--- config.mk ---
export PLATFORM = sky130hd
export DESIGN_NAME = dwr_top
export DESIGN_NICKNAME = d
export VERILOG_FILES = /design/src/hdl/dwr_top.v /design/src/hdl/dwr_cell.v /design/src/hdl/dwr_mem.v
export VERILOG_INCLUDE_DIRS = /design/src /design/src/common
export SDC_FILE = /design/constraint.sdc
export NUM_CORES = 1
export LEC_CHECK = 0
export BUFFER_PORTS_ARGS = -buffer_cell sky130_fd_sc_hd__buf_2
export CAP_MARGIN = 20
export CORE_MARGIN = 3
export CORE_UTILIZATION = 51
export CTS_CLUSTER_SIZE = 25
export DETAILED_ROUTE_END_ITERATION = 8
export GPL_TIMING_DRIVEN = 0
export PLACE_DENSITY = 0.68
export SYNTH_ARGS = -nofsm -noshare
export SYNTH_HDL_FRONTEND = slang
export SYNTH_SLANG_ARGS = --single-unit
--- constraint.sdc ---
create_clock -name i_mclk -period 3.15 [get_ports i_mclk]
set_input_delay 0.315 -clock i_mclk [delete_from_list [all_inputs] [get_ports i_mclk]]
set_output_delay 0.315 -clock i_mclk [all_outputs]
set_load 0.01 [all_outputs]
--- src/common/dwr_consts.vh ---
// ==========================================================
// Block constants
`ifndef DWR_CONSTS_VH
`define DWR_CONSTS_VH

// Bus geometry
`define DWR_AW 7
`define DWR_DW 32
`define DWR_NCELL 8
`define DWR_MEM_DEPTH 16
`define DWR_MEM_AW 4

// Register byte offsets
`define DWR_OFS_CTRL 7'h00
`define DWR_OFS_STATUS 7'h04
`define DWR_OFS_PIN 7'h08
`define DWR_OFS_PRESET 7'h0c
`define DWR_OFS_HOLD 7'h10
`define DWR_OFS_DATA 7'h14
`define DWR_OFS_MEM 7'h40

// Control fields
`define DWR_CTRL_CLR_EN 0
`define DWR_CTRL_GATE 1
`define DWR_CTRL_PWRDN 2

// Status fields
`define DWR_ST_CLR_ACT 0
`define DWR_ST_PIN 1
`define DWR_ST_GATE 2
`define DWR_ST_PWRDN 3

// Pin-mode fields
`define DWR_PIN_OUT 0
`define DWR_PIN_OE 1

// Reset values
`define DWR_CTRL_RST 3'h0
`define DWR_HOLD_RST 8'h00
`define DWR_PUP_DEFAULT 8'h00
`define DWR_PIN_IDLE 1'h1

// Responses
`define DWR_RESP_OKAY 2'h0
`define DWR_RESP_SLVERR 2'h2

`endif

--- src/hdl/dwr_top.v ---
`timescale 1ns/1ps
`include "dwr_consts.vh"
// ==========================================================
// Device-wide clear and power-up control, AXI4-Lite slave
module dwr_top #(
  parameter [`DWR_NCELL-1:0] P_PUP_LEVEL = `DWR_PUP_DEFAULT
) (
  input wire i_mclk,
  input wire i_reset,
  // Clear pin, three signals of a two-way pin
  input wire i_device_wide_clear_pin_low,
  output wire o_clear_pin_out,
  output wire o_clear_pin_oe,
  // Clock control
  output wire o_gate_en,
  output wire o_clknet_pwrdn,
  // User register outputs
  output wire [`DWR_NCELL-1:0] o_cells,
  // AXI4-Lite write address
  input wire i_awvalid,
  output wire o_awready,
  input wire [`DWR_AW-1:0] i_awaddr,
  input wire [2:0] i_awprot,
  // AXI4-Lite write data
  input wire i_wvalid,
  output wire o_wready,
  input wire [`DWR_DW-1:0] i_wdata,
  input wire [3:0] i_wstrb,
  // AXI4-Lite write response
  output wire o_bvalid,
  input wire i_bready,
  output wire [1:0] o_bresp,
  // AXI4-Lite read address
  input wire i_arvalid,
  output wire o_arready,
  input wire [`DWR_AW-1:0] i_araddr,
  input wire [2:0] i_arprot,
  // AXI4-Lite read data
  output wire o_rvalid,
  input wire i_rready,
  output wire [`DWR_DW-1:0] o_rdata,
  output wire [1:0] o_rresp
);

  // ==========================================================
  // Helpers

  // Byte-lane merge of a write into an old word
  function [`DWR_DW-1:0] merge;
    input [`DWR_DW-1:0] old;
    input [`DWR_DW-1:0] nw;
    input [3:0] strb;
    integer k;
    begin
      merge = old;
      for (k = 0; k < 4; k = k + 1) begin
        if (strb[k]) begin
          merge[k*8 +: 8] = nw[k*8 +: 8];
        end
      end
    end
  endfunction

  // Address lies in the memory window
  function is_mem;
    input [`DWR_AW-1:0] a;
    begin
      is_mem = (a >= `DWR_OFS_MEM);
    end
  endfunction

  // Address names a known register or the memory window
  function is_mapped;
    input [`DWR_AW-1:0] a;
    begin
      if (is_mem(a)) begin
        is_mapped = 1'b1;
      end else if (a == `DWR_OFS_CTRL || a == `DWR_OFS_STATUS) begin
        is_mapped = 1'b1;
      end else if (a == `DWR_OFS_PIN || a == `DWR_OFS_PRESET) begin
        is_mapped = 1'b1;
      end else if (a == `DWR_OFS_HOLD || a == `DWR_OFS_DATA) begin
        is_mapped = 1'b1;
      end else begin
        is_mapped = 1'b0;
      end
    end
  endfunction

  // ==========================================================
  // Pin synchroniser and clear qualification

  reg pin_meta_q;
  reg pin_sync_q;
  reg [2:0] ctrl_q;
  reg [1:0] pin_mode_q;
  reg gate_q;
  reg pwrdn_q;
  wire clear_en;
  wire dev_clear;

  // Two flops before any logic sees the pin; idle level is released
  always @(posedge i_mclk) begin
    if (i_reset) begin
      pin_meta_q <= `DWR_PIN_IDLE;
      pin_sync_q <= `DWR_PIN_IDLE;
    end else begin
      pin_meta_q <= i_device_wide_clear_pin_low;
      pin_sync_q <= pin_meta_q;
    end
  end

  assign clear_en = ctrl_q[`DWR_CTRL_CLR_EN];
  assign dev_clear = clear_en & ~pin_sync_q;

  assign o_clear_pin_oe = ~clear_en & pin_mode_q[`DWR_PIN_OE];
  assign o_clear_pin_out = pin_mode_q[`DWR_PIN_OUT];

  // ==========================================================
  // AXI4-Lite write channel

  reg aw_hold_q;
  reg [`DWR_AW-1:0] awaddr_q;
  reg w_hold_q;
  reg [`DWR_DW-1:0] wdata_q;
  reg [3:0] wstrb_q;
  reg bvalid_q;
  reg [1:0] bresp_q;
  wire aw_fire;
  wire w_fire;
  wire wr_go;
  wire [`DWR_AW-1:0] wa;

  assign o_awready = ~aw_hold_q & ~bvalid_q;
  assign o_wready = ~w_hold_q & ~bvalid_q;
  assign aw_fire = i_awvalid & o_awready;
  assign w_fire = i_wvalid & o_wready;
  // Write happens once both halves are held and no answer is pending
  assign wr_go = aw_hold_q & w_hold_q & ~bvalid_q;
  assign wa = {awaddr_q[`DWR_AW-1:2], 2'b00};

  // Address and data are caught in either order
  always @(posedge i_mclk) begin
    if (i_reset) begin
      aw_hold_q <= 1'b0;
      awaddr_q <= {`DWR_AW{1'b0}};
      w_hold_q <= 1'b0;
      wdata_q <= {`DWR_DW{1'b0}};
      wstrb_q <= 4'h0;
      bvalid_q <= 1'b0;
      bresp_q <= `DWR_RESP_OKAY;
    end else begin
      if (aw_fire) begin
        aw_hold_q <= 1'b1;
        awaddr_q <= i_awaddr;
      end
      if (w_fire) begin
        w_hold_q <= 1'b1;
        wdata_q <= i_wdata;
        wstrb_q <= i_wstrb;
      end
      if (wr_go) begin
        aw_hold_q <= 1'b0;
        w_hold_q <= 1'b0;
        bvalid_q <= 1'b1;
        bresp_q <= is_mapped(wa) ? `DWR_RESP_OKAY : `DWR_RESP_SLVERR;
      end else if (bvalid_q & i_bready) begin
        bvalid_q <= 1'b0;
      end
    end
  end

  assign o_bvalid = bvalid_q;
  assign o_bresp = bresp_q;

  // ==========================================================
  // Control registers

  reg [`DWR_NCELL-1:0] hold_q;
  wire [`DWR_DW-1:0] ctrl_new;
  wire [`DWR_DW-1:0] pin_new;
  wire [`DWR_DW-1:0] hold_new;
  wire wr_ctrl;
  wire wr_pin;
  wire wr_hold;
  wire wr_data;
  wire wr_preset;

  assign wr_ctrl = wr_go & (wa == `DWR_OFS_CTRL);
  assign wr_pin = wr_go & (wa == `DWR_OFS_PIN);
  assign wr_hold = wr_go & (wa == `DWR_OFS_HOLD);
  assign wr_data = wr_go & (wa == `DWR_OFS_DATA);
  assign wr_preset = wr_go & (wa == `DWR_OFS_PRESET) & wstrb_q[0];
  assign ctrl_new = merge({29'h0, ctrl_q}, wdata_q, wstrb_q);
  assign pin_new = merge({30'h0, pin_mode_q}, wdata_q, wstrb_q);
  assign hold_new = merge({24'h0, hold_q}, wdata_q, wstrb_q);

  // Clear option and pin mode survive the device clear on purpose:
  // clearing them would drop the clear itself mid-assertion
  always @(posedge i_mclk) begin
    if (i_reset) begin
      ctrl_q <= `DWR_CTRL_RST;
      pin_mode_q <= 2'h0;
    end else begin
      if (wr_ctrl) begin
        ctrl_q <= ctrl_new[2:0];
      end
      if (wr_pin) begin
        pin_mode_q <= pin_new[1:0];
      end
    end
  end

  // Hold mask: bit set lets a data write load that cell
  always @(posedge i_mclk) begin
    if (i_reset) begin
      hold_q <= `DWR_HOLD_RST;
    end else if (dev_clear) begin
      hold_q <= `DWR_HOLD_RST;
    end else if (wr_hold) begin
      hold_q <= hold_new[`DWR_NCELL-1:0];
    end
  end

  // ==========================================================
  // Clock gating and network power-down requests

  always @(posedge i_mclk) begin
    if (i_reset) begin
      gate_q <= 1'b0;
      pwrdn_q <= 1'b0;
    end else begin
      gate_q <= ctrl_q[`DWR_CTRL_GATE];
      pwrdn_q <= ctrl_q[`DWR_CTRL_PWRDN];
    end
  end

  assign o_gate_en = gate_q;
  assign o_clknet_pwrdn = pwrdn_q;

  // ==========================================================
  // User register cells

  wire [`DWR_NCELL-1:0] cells;
  genvar g;

  generate
    for (g = 0; g < `DWR_NCELL; g = g + 1) begin : g_cell
      dwr_cell #(
        .PUP_HIGH(P_PUP_LEVEL[g])
      ) u_cell (
        .i_mclk(i_mclk),
        .i_reset(i_reset),
        .i_clear(dev_clear),
        .i_preset(wr_preset & wdata_q[g]),
        .i_en(wr_data & wstrb_q[0] & hold_q[g]),
        .i_d(wdata_q[g]),
        .o_q(cells[g])
      );
    end
  endgenerate

  assign o_cells = cells;

  // ==========================================================
  // AXI4-Lite read channel and memory

  reg rd_busy_q;
  reg [`DWR_AW-1:0] araddr_q;
  reg rvalid_q;
  reg [`DWR_DW-1:0] rdata_q;
  reg [1:0] rresp_q;
  reg [`DWR_DW-1:0] rd_mux;
  wire ar_fire;
  wire [`DWR_AW-1:0] ra;
  wire [`DWR_DW-1:0] mem_rdata;
  wire mem_we;

  assign o_arready = ~rd_busy_q & ~rvalid_q;
  assign ar_fire = i_arvalid & o_arready;
  assign ra = {araddr_q[`DWR_AW-1:2], 2'b00};
  assign mem_we = wr_go & is_mem(wa);

  dwr_mem u_mem (
    .i_mclk(i_mclk),
    .i_clear(i_reset | dev_clear),
    .i_we(mem_we),
    .i_waddr(wa[`DWR_MEM_AW+1:2]),
    .i_wdata(wdata_q),
    .i_wstrb(wstrb_q),
    .i_re(ar_fire),
    .i_raddr(i_araddr[`DWR_MEM_AW+1:2]),
    .o_rdata(mem_rdata)
  );

  // Read mux; reserved bits read zero
  always @* begin
    rd_mux = {`DWR_DW{1'b0}};
    if (is_mem(ra)) begin
      rd_mux = mem_rdata;
    end else if (ra == `DWR_OFS_CTRL) begin
      rd_mux[2:0] = ctrl_q;
    end else if (ra == `DWR_OFS_STATUS) begin
      rd_mux[`DWR_ST_CLR_ACT] = dev_clear;
      rd_mux[`DWR_ST_PIN] = pin_sync_q;
      rd_mux[`DWR_ST_GATE] = gate_q;
      rd_mux[`DWR_ST_PWRDN] = pwrdn_q;
    end else if (ra == `DWR_OFS_PIN) begin
      rd_mux[1:0] = pin_mode_q;
    end else if (ra == `DWR_OFS_HOLD) begin
      rd_mux[`DWR_NCELL-1:0] = hold_q;
    end else if (ra == `DWR_OFS_DATA) begin
      rd_mux[`DWR_NCELL-1:0] = cells;
    end
  end

  // Answer one cycle after the address is taken, when memory data lands
  always @(posedge i_mclk) begin
    if (i_reset) begin
      rd_busy_q <= 1'b0;
      araddr_q <= {`DWR_AW{1'b0}};
      rvalid_q <= 1'b0;
      rdata_q <= {`DWR_DW{1'b0}};
      rresp_q <= `DWR_RESP_OKAY;
    end else begin
      if (ar_fire) begin
        rd_busy_q <= 1'b1;
        araddr_q <= i_araddr;
      end else if (rd_busy_q) begin
        rd_busy_q <= 1'b0;
        rvalid_q <= 1'b1;
        rdata_q <= rd_mux;
        rresp_q <= is_mapped(ra) ? `DWR_RESP_OKAY : `DWR_RESP_SLVERR;
      end else if (rvalid_q & i_rready) begin
        rvalid_q <= 1'b0;
      end
    end
  end

  assign o_rvalid = rvalid_q;
  assign o_rdata = rdata_q;
  assign o_rresp = rresp_q;

endmodule

--- src/hdl/dwr_cell.v ---
`timescale 1ns/1ps
// ==========================================================
// One user register with power-up level, clear, preset, enable
module dwr_cell #(
  parameter [0:0] PUP_HIGH = 1'b0
) (
  input wire i_mclk,
  input wire i_reset,
  input wire i_clear,
  input wire i_preset,
  input wire i_en,
  input wire i_d,
  output wire o_q
);

  reg cell_q;

  // Clear wins over preset, preset over data; the clock never stops
  always @(posedge i_mclk) begin
    if (i_reset) begin
      cell_q <= PUP_HIGH;
    end else if (i_clear) begin
      cell_q <= 1'b0;
    end else if (i_preset) begin
      cell_q <= 1'b1;
    end else if (i_en) begin
      cell_q <= i_d;
    end
  end

  // holds until clear, preset or an enabled data load
  assign o_q = cell_q;

endmodule

--- src/hdl/dwr_mem.v ---
`timescale 1ns/1ps
`include "dwr_consts.vh"
// ==========================================================
// Embedded memory block with whole-array clear
module dwr_mem (
  input wire i_mclk,
  input wire i_clear,
  input wire i_we,
  input wire [`DWR_MEM_AW-1:0] i_waddr,
  input wire [`DWR_DW-1:0] i_wdata,
  input wire [3:0] i_wstrb,
  input wire i_re,
  input wire [`DWR_MEM_AW-1:0] i_raddr,
  output wire [`DWR_DW-1:0] o_rdata
);

  reg [`DWR_DW-1:0] mem_q [0:`DWR_MEM_DEPTH-1];
  reg [`DWR_DW-1:0] rdata_q;
  integer w;
  integer b;

  always @(posedge i_mclk) begin
    if (i_clear) begin
      for (w = 0; w < `DWR_MEM_DEPTH; w = w + 1) begin
        mem_q[w] <= {`DWR_DW{1'b0}};
      end
    end else if (i_we) begin
      for (b = 0; b < 4; b = b + 1) begin
        if (i_wstrb[b]) begin
          mem_q[i_waddr][b*8 +: 8] <= i_wdata[b*8 +: 8];
        end
      end
    end
  end

  // Read data register is cleared too, so no stale word leaks out
  always @(posedge i_mclk) begin
    if (i_clear) begin
      rdata_q <= {`DWR_DW{1'b0}};
    end else if (i_re) begin
      rdata_q <= mem_q[i_raddr];
    end
  end

  assign o_rdata = rdata_q;

endmodule

Word-level counts from Yosys, hierarchy flattened
Memories as Yosys holds them, arrays and structs flattened. A register that Yosys moved wholly into a read port is not among the register bits.
Cells that the tools add are included.

word-level totals
  bits in registers = 116
  memory bits (writable) = 512
  input bits = 64
  output and inout bits = 53
  word-level logic and storage cells = 178
  memories = 1

cells by class
  magnitude comparators = 2
  eq/ne operators = 10
  mux-type cells = 67
  bitwise logic cells = 45
  reduce and logical (&&, ||, !) cells = 26

memories
  memory       depth  width  read ports  clocked after memory_dff  write ports  line          source
  u_mem.mem_q  16     32     1           1                         16           dwr_mem.v:17  reg [`DWR_DW-1:0] mem_q [0:`DWR_MEM_DEPTH-1];

operators with widths
  cell                                                  number
  two-way mux 1 bit                                     52
  bitwise AND 1 bit                                     36
  two-way mux 32 bit                                    1
  OR reduction 32 bit                                   1
  two-way mux 24 bit                                    1
  two-way mux 8 bit                                     3
  equality test 5 x 2 -> 1 bit (second input constant)  4
  equality test 5 x 3 -> 1 bit (second input constant)  4
  nonzero test 2 bit                                    10
  two-way mux 4 bit                                     4
  >= comparator 7 bit (second input constant)           2
  zero test 7 bit                                       2
  equality test 5 x 1 -> 1 bit (second input constant)  2
  AND reduction 2 bit                                   5
  NOT 1 bit                                             8
  logical OR 1 bit                                      6
  two-way mux 2 bit                                     3
  two-way mux 6 bit                                     1
  two-way mux 5 bit                                     1
  OR reduction 2 bit                                    2
  two-way mux 3 bit                                     1
  bitwise OR 1 bit                                      1

Longest topological paths before layout
  depth in word-level cells = 10
  mapped depth = 7
  mapped depth without buffers = 4

By module
A second synthesis with hierarchy kept.

second synthesis, totals
  cell total of the unflattened synthesis = 2422
  area total of the unflattened synthesis = 29271.8 sq um

by module, submodules not included
  module    times used  cells each  area each (sq um)  sequential area each (sq um)
  dwr_mem   1           1903        24757.5            16015.4
  dwr_top   1           487         4144.0             2042.0
  dwr_cell  8           4           46.3               20.0

Least setup slack after synthesis
No wires, ideal clock.

  kind = reg-to-reg
  start = reg bvalid_q, in the netlist o_bvalid
  end = mem u_mem.mem_q[15][0] in the netlist's numbering, enable pin
  setup time = 0.384 ns
  arrival = 1.813 ns
  data required time = 2.766 ns
  setup slack = 0.953 ns
  cell stages (with the launch flop) = 6
  path buffers = 2
  clock period less this slack = 2.197 ns
  cell sequence = dfxtp_1 clkbuf_1 and4b_1 nand3_1 clkbuf_1 o21ai_0

RTL lines
  item                    line           source
  from (decl)             dwr_top.v:127  reg bvalid_q;
  from (signal assigned)  dwr_top.v:150  bvalid_q <= 1'b0;
  from (signal assigned)  dwr_top.v:165  bvalid_q <= 1'b1;
  from (signal assigned)  dwr_top.v:168  bvalid_q <= 1'b0;
  to (decl)               dwr_mem.v:17

==> results.sh <==
export IMPL_grt_overflow=0
export IMPL_slew_headroom_pct=22.7
export IMPL_firstDrtPassIters=9
export IMPL_synth_largest_area_cell="edfxtp_1"
export IMPL_drt_wl_total_um=92100
export IMPL_ant_nets=0
export IMPL_worstSetupEndpointType="flop"
export IMPL_synthTopCellsByArea="edfxtp_1 53%, and2_1 11%, mux4_2 10%, dfxtp_1 9.9%, mux2i_1 2.5%"
export IMPL_hold_violations=0
export IMPL_pwr_share_comb_pct=7.8
export IMPL_postSynthAreaPerCell_um2=13.7
export IMPL_wire_per_inst_um=28.9
export IMPL_synth_seq_area_share_pct=63.3
export IMPL_worst_setup_path_start_kind="flop"
export IMPL_power_density_mw_per_mm2=573
export IMPL_cp_max_fo=10
export IMPL_cp_required_ns=3.45
export IMPL_io_buffer_count=100
export IMPL_holdWs_ns=0.0154
export IMPL_cts_htree_levels=3
export IMPL_route_detailed_drc=4
export IMPL_maxSlewViolCount=0
export IMPL_final_core_util_pct=60.1
export IMPL_viasPerCell=6.13
export IMPL_netlist_area_leader_share_pct=53.5
export IMPL_antenna_found_initial=1
export IMPL_area_growth_synth_to_final_pct=15.8
export IMPL_grt_pass1_vias=19200
export IMPL_violations="design-rule violations, negative setup slack"
export IMPL_r2r_end="u_mem.mem_q[15][9]"
export IMPL_grt_max_degree=15
export IMPL_crit_arrival_ns=3.57
export IMPL_tightest_slew_ns=1.16
export IMPL_drive_above_1_share_pct=18.1
export IMPL_cp_startpoint="pin_sync_q"
export IMPL_maxCapViolations=0
export IMPL_p_clk_share_pct=41.0
export IMPL_cts_tree="built"
export IMPL_vias=19500
export IMPL_rr_worst_depth=6
export IMPL_ys_flop_type="edfxtp_1"
export IMPL_crit_type="reg2reg"
export IMPL_synth_edf_count=512
export IMPL_fin_crit_sh_pct=104
export IMPL_die_x_um=243
export IMPL_numCtsBuffers=69
export IMPL_pin_count=117
export IMPL_p_leak_nw=12.5
export IMPL_placed_cell_area_mm2=0.0307
export IMPL_routabilityCongestion=0.907
export IMPL_hold_start="i_rready"
export IMPL_globalRouteTotalUtil_pct=31.0
export IMPL_internal_power_mw=14.6
export IMPL_fin_crit_ns=3.27
export IMPL_run_status="complete, but fails checks"
export IMPL_swShare_pct=23.5
export IMPL_dp_hpwl_um=64300
export IMPL_reg2reg_slack_ns=-0.12
export IMPL_rsz0062_at_grt="true"
export IMPL_cts_setup_buffers=0
export IMPL_max_freq_mhz=306
export IMPL_num_rows=86
export IMPL_synth_seq_cells=654
export IMPL_synth_most_common_cell="and2_1"
export IMPL_p_total_mw=19.1
export IMPL_synthArstFlopShare_pct=0
export IMPL_hold_end="o_rvalid"
export IMPL_fin_area_mm2=0.0333
export IMPL_netlist_instances=2102
export IMPL_hold_class="in2reg"
export IMPL_dieArea_mm2=0.0593
export IMPL_hold_path_depth=3
export IMPL_grt_pass1_wl_um=131000
export IMPL_clk_latency_ns=0.62
export IMPL_synth_cell_type_count=49
export IMPL_coreArea_mm2=0.0554
export IMPL_setup_violations=24
export IMPL_syn_area_mm2=0.0288
export IMPL_finalSetupTns_ns=-1.43
export IMPL_p_seq_share_pct=51.2
export IMPL_initialDrtViolationCount=2638
export IMPL_synth_common_cells="514 x and2_1, 512 x edfxtp_1, 142 x dfxtp_1"
export IMPL_finClkSkew_ns=0.0251
export IMPL_clkSinkCount=654
export IMPL_irDropWorstVdd_mv=0.343
export IMPL_cts_buffer_depth=3
export IMPL_final_nets=2447
export IMPL_fin_ws_ns=-0.120
export IMPL_start_util_pct=51.9
export IMPL_r2r_start="pin_sync_q"
export IMPL_p_sw_mw=4.49
export IMPL_yosysWarnings=0
export IMPL_cts_root_buf="clkbuf_16"
export IMPL_die_h_um=243
export IMPL_clkTransAtPathRegs_ns=0.06
-- cells in the final DEF, fill, tap and decap left out, drive strengths merged, types with 3 or more instances in the layout --
master,Yosys,layout
a21oi,67,67
diode,0,4
nand2b,7,7
nand4,19,19
clkbuf,98,198
and2,514,514
dlygate4sd3,0,42
nor3,3,3
o21ai,77,77
a21o,29,29
nor2,131,131
nor2b,11,11
clkinv,1,19
dfxtp,142,142
o211ai,8,8
buf,59,228
a222oi,4,4
nor3b,4,4
a22oi,36,36
mux4,128,128
edfxtp,512,512
mux2i,73,73
mux2,9,9
o22ai,29,29
nand2,105,105
inv,7,9
-- layout make-up --
class	instances	area, µm²
buffer	156	689
sequential	654	18200
inverter	8	30.0
fill	4305	22100
multi-input combinational	1284	9830
clock inverter	21	131
tap	748	936
antenna	4	10.0
clock buffer	103	2000
timing repair buffer	210	1470
-- timing repair --
item | 4_1_cts | 5_1_grt
resized for setup | 6 | 17
endpoints found under the hold margin | 42 | 0
gates cloned | 0 | 0
hold buffers | 42 | 0
setup endpoints to repair | 41 | 73
-- cells by family after synthesis --
group / Yosys count / share of synthesized area [%]
muxes: 210 / 12.9
other: 1 / 0.0130
DFF: 654 / 63.3
buffers and inverters: 165 / 2.49
and+or+nand+nor: 814 / 15.8
AOI/OAI and AO/OA: 258 / 5.41
-- power groups by stage --
stage          Sequential [mW]  Combinational (mW)  Clock (mW)
2_1_floorplan             9.84               0.796           0
6_report                  9.77                1.49        7.82
3_5_place_dp              9.94                1.40           0
4_1_cts                   9.76                1.44        7.85
3_3_place_gp              9.93                1.32           0
5_1_grt                   9.78                1.55        8.21
-- metal layers --
metal	vias up	GRT usage [%]	share of wire, %
met5	-	0	0.066
met4	2	13.8	4.7
met3	244	9.84	13
met2	1280	47.4	45
met1	9753	41.0	37
li1	8253	-	-
-- registers in the layout, indices dropped and copies added (netlist names), 2 cells and up --
signal	flops
hold_q	8
awaddr_q	5
wdata_q	32
u_mem.o_rdata	32
pin_mode_q	2
g_cell.u_cell.o_q	8
ctrl_q	3
araddr_q	5
u_mem.mem_q	512
wstrb_q	4
o_rdata	32
-- per-stage QoR --
stage	cells	setup WS, ns
finish	3188	-0.120
global route	3184	-0.108
CTS	3178	0.0263
detailed placement	3013	-0.126
global placement	2951	-0.251
floorplan	2103	0.953
-- critical path, cell delays in order (launching register included) --
cell,delay (ns)
dfxtp_1,0.40
nand2b_1,0.24
buf_2,0.27
buf_1,0.43
nand4_1,0.59
o21ai_0,0.69
buf_2,0.33
-- worst max path at each step --
stage | endpoint | slack [ns] | cells past startpoint
floorplan | u_mem.mem_q[15][0] | 0.95 | 5
global placement | u_mem.mem_q[6][11] | -0.25 | 5
detailed placement | u_mem.mem_q[6][25] | -0.13 | 6
CTS | u_mem.mem_q[11][6] | 0.03 | 6
global route | u_mem.mem_q[8][26] | -0.11 | 6
finish | u_mem.mem_q[15][9] | -0.12 | 6
(Power assumes the default switching activity.)
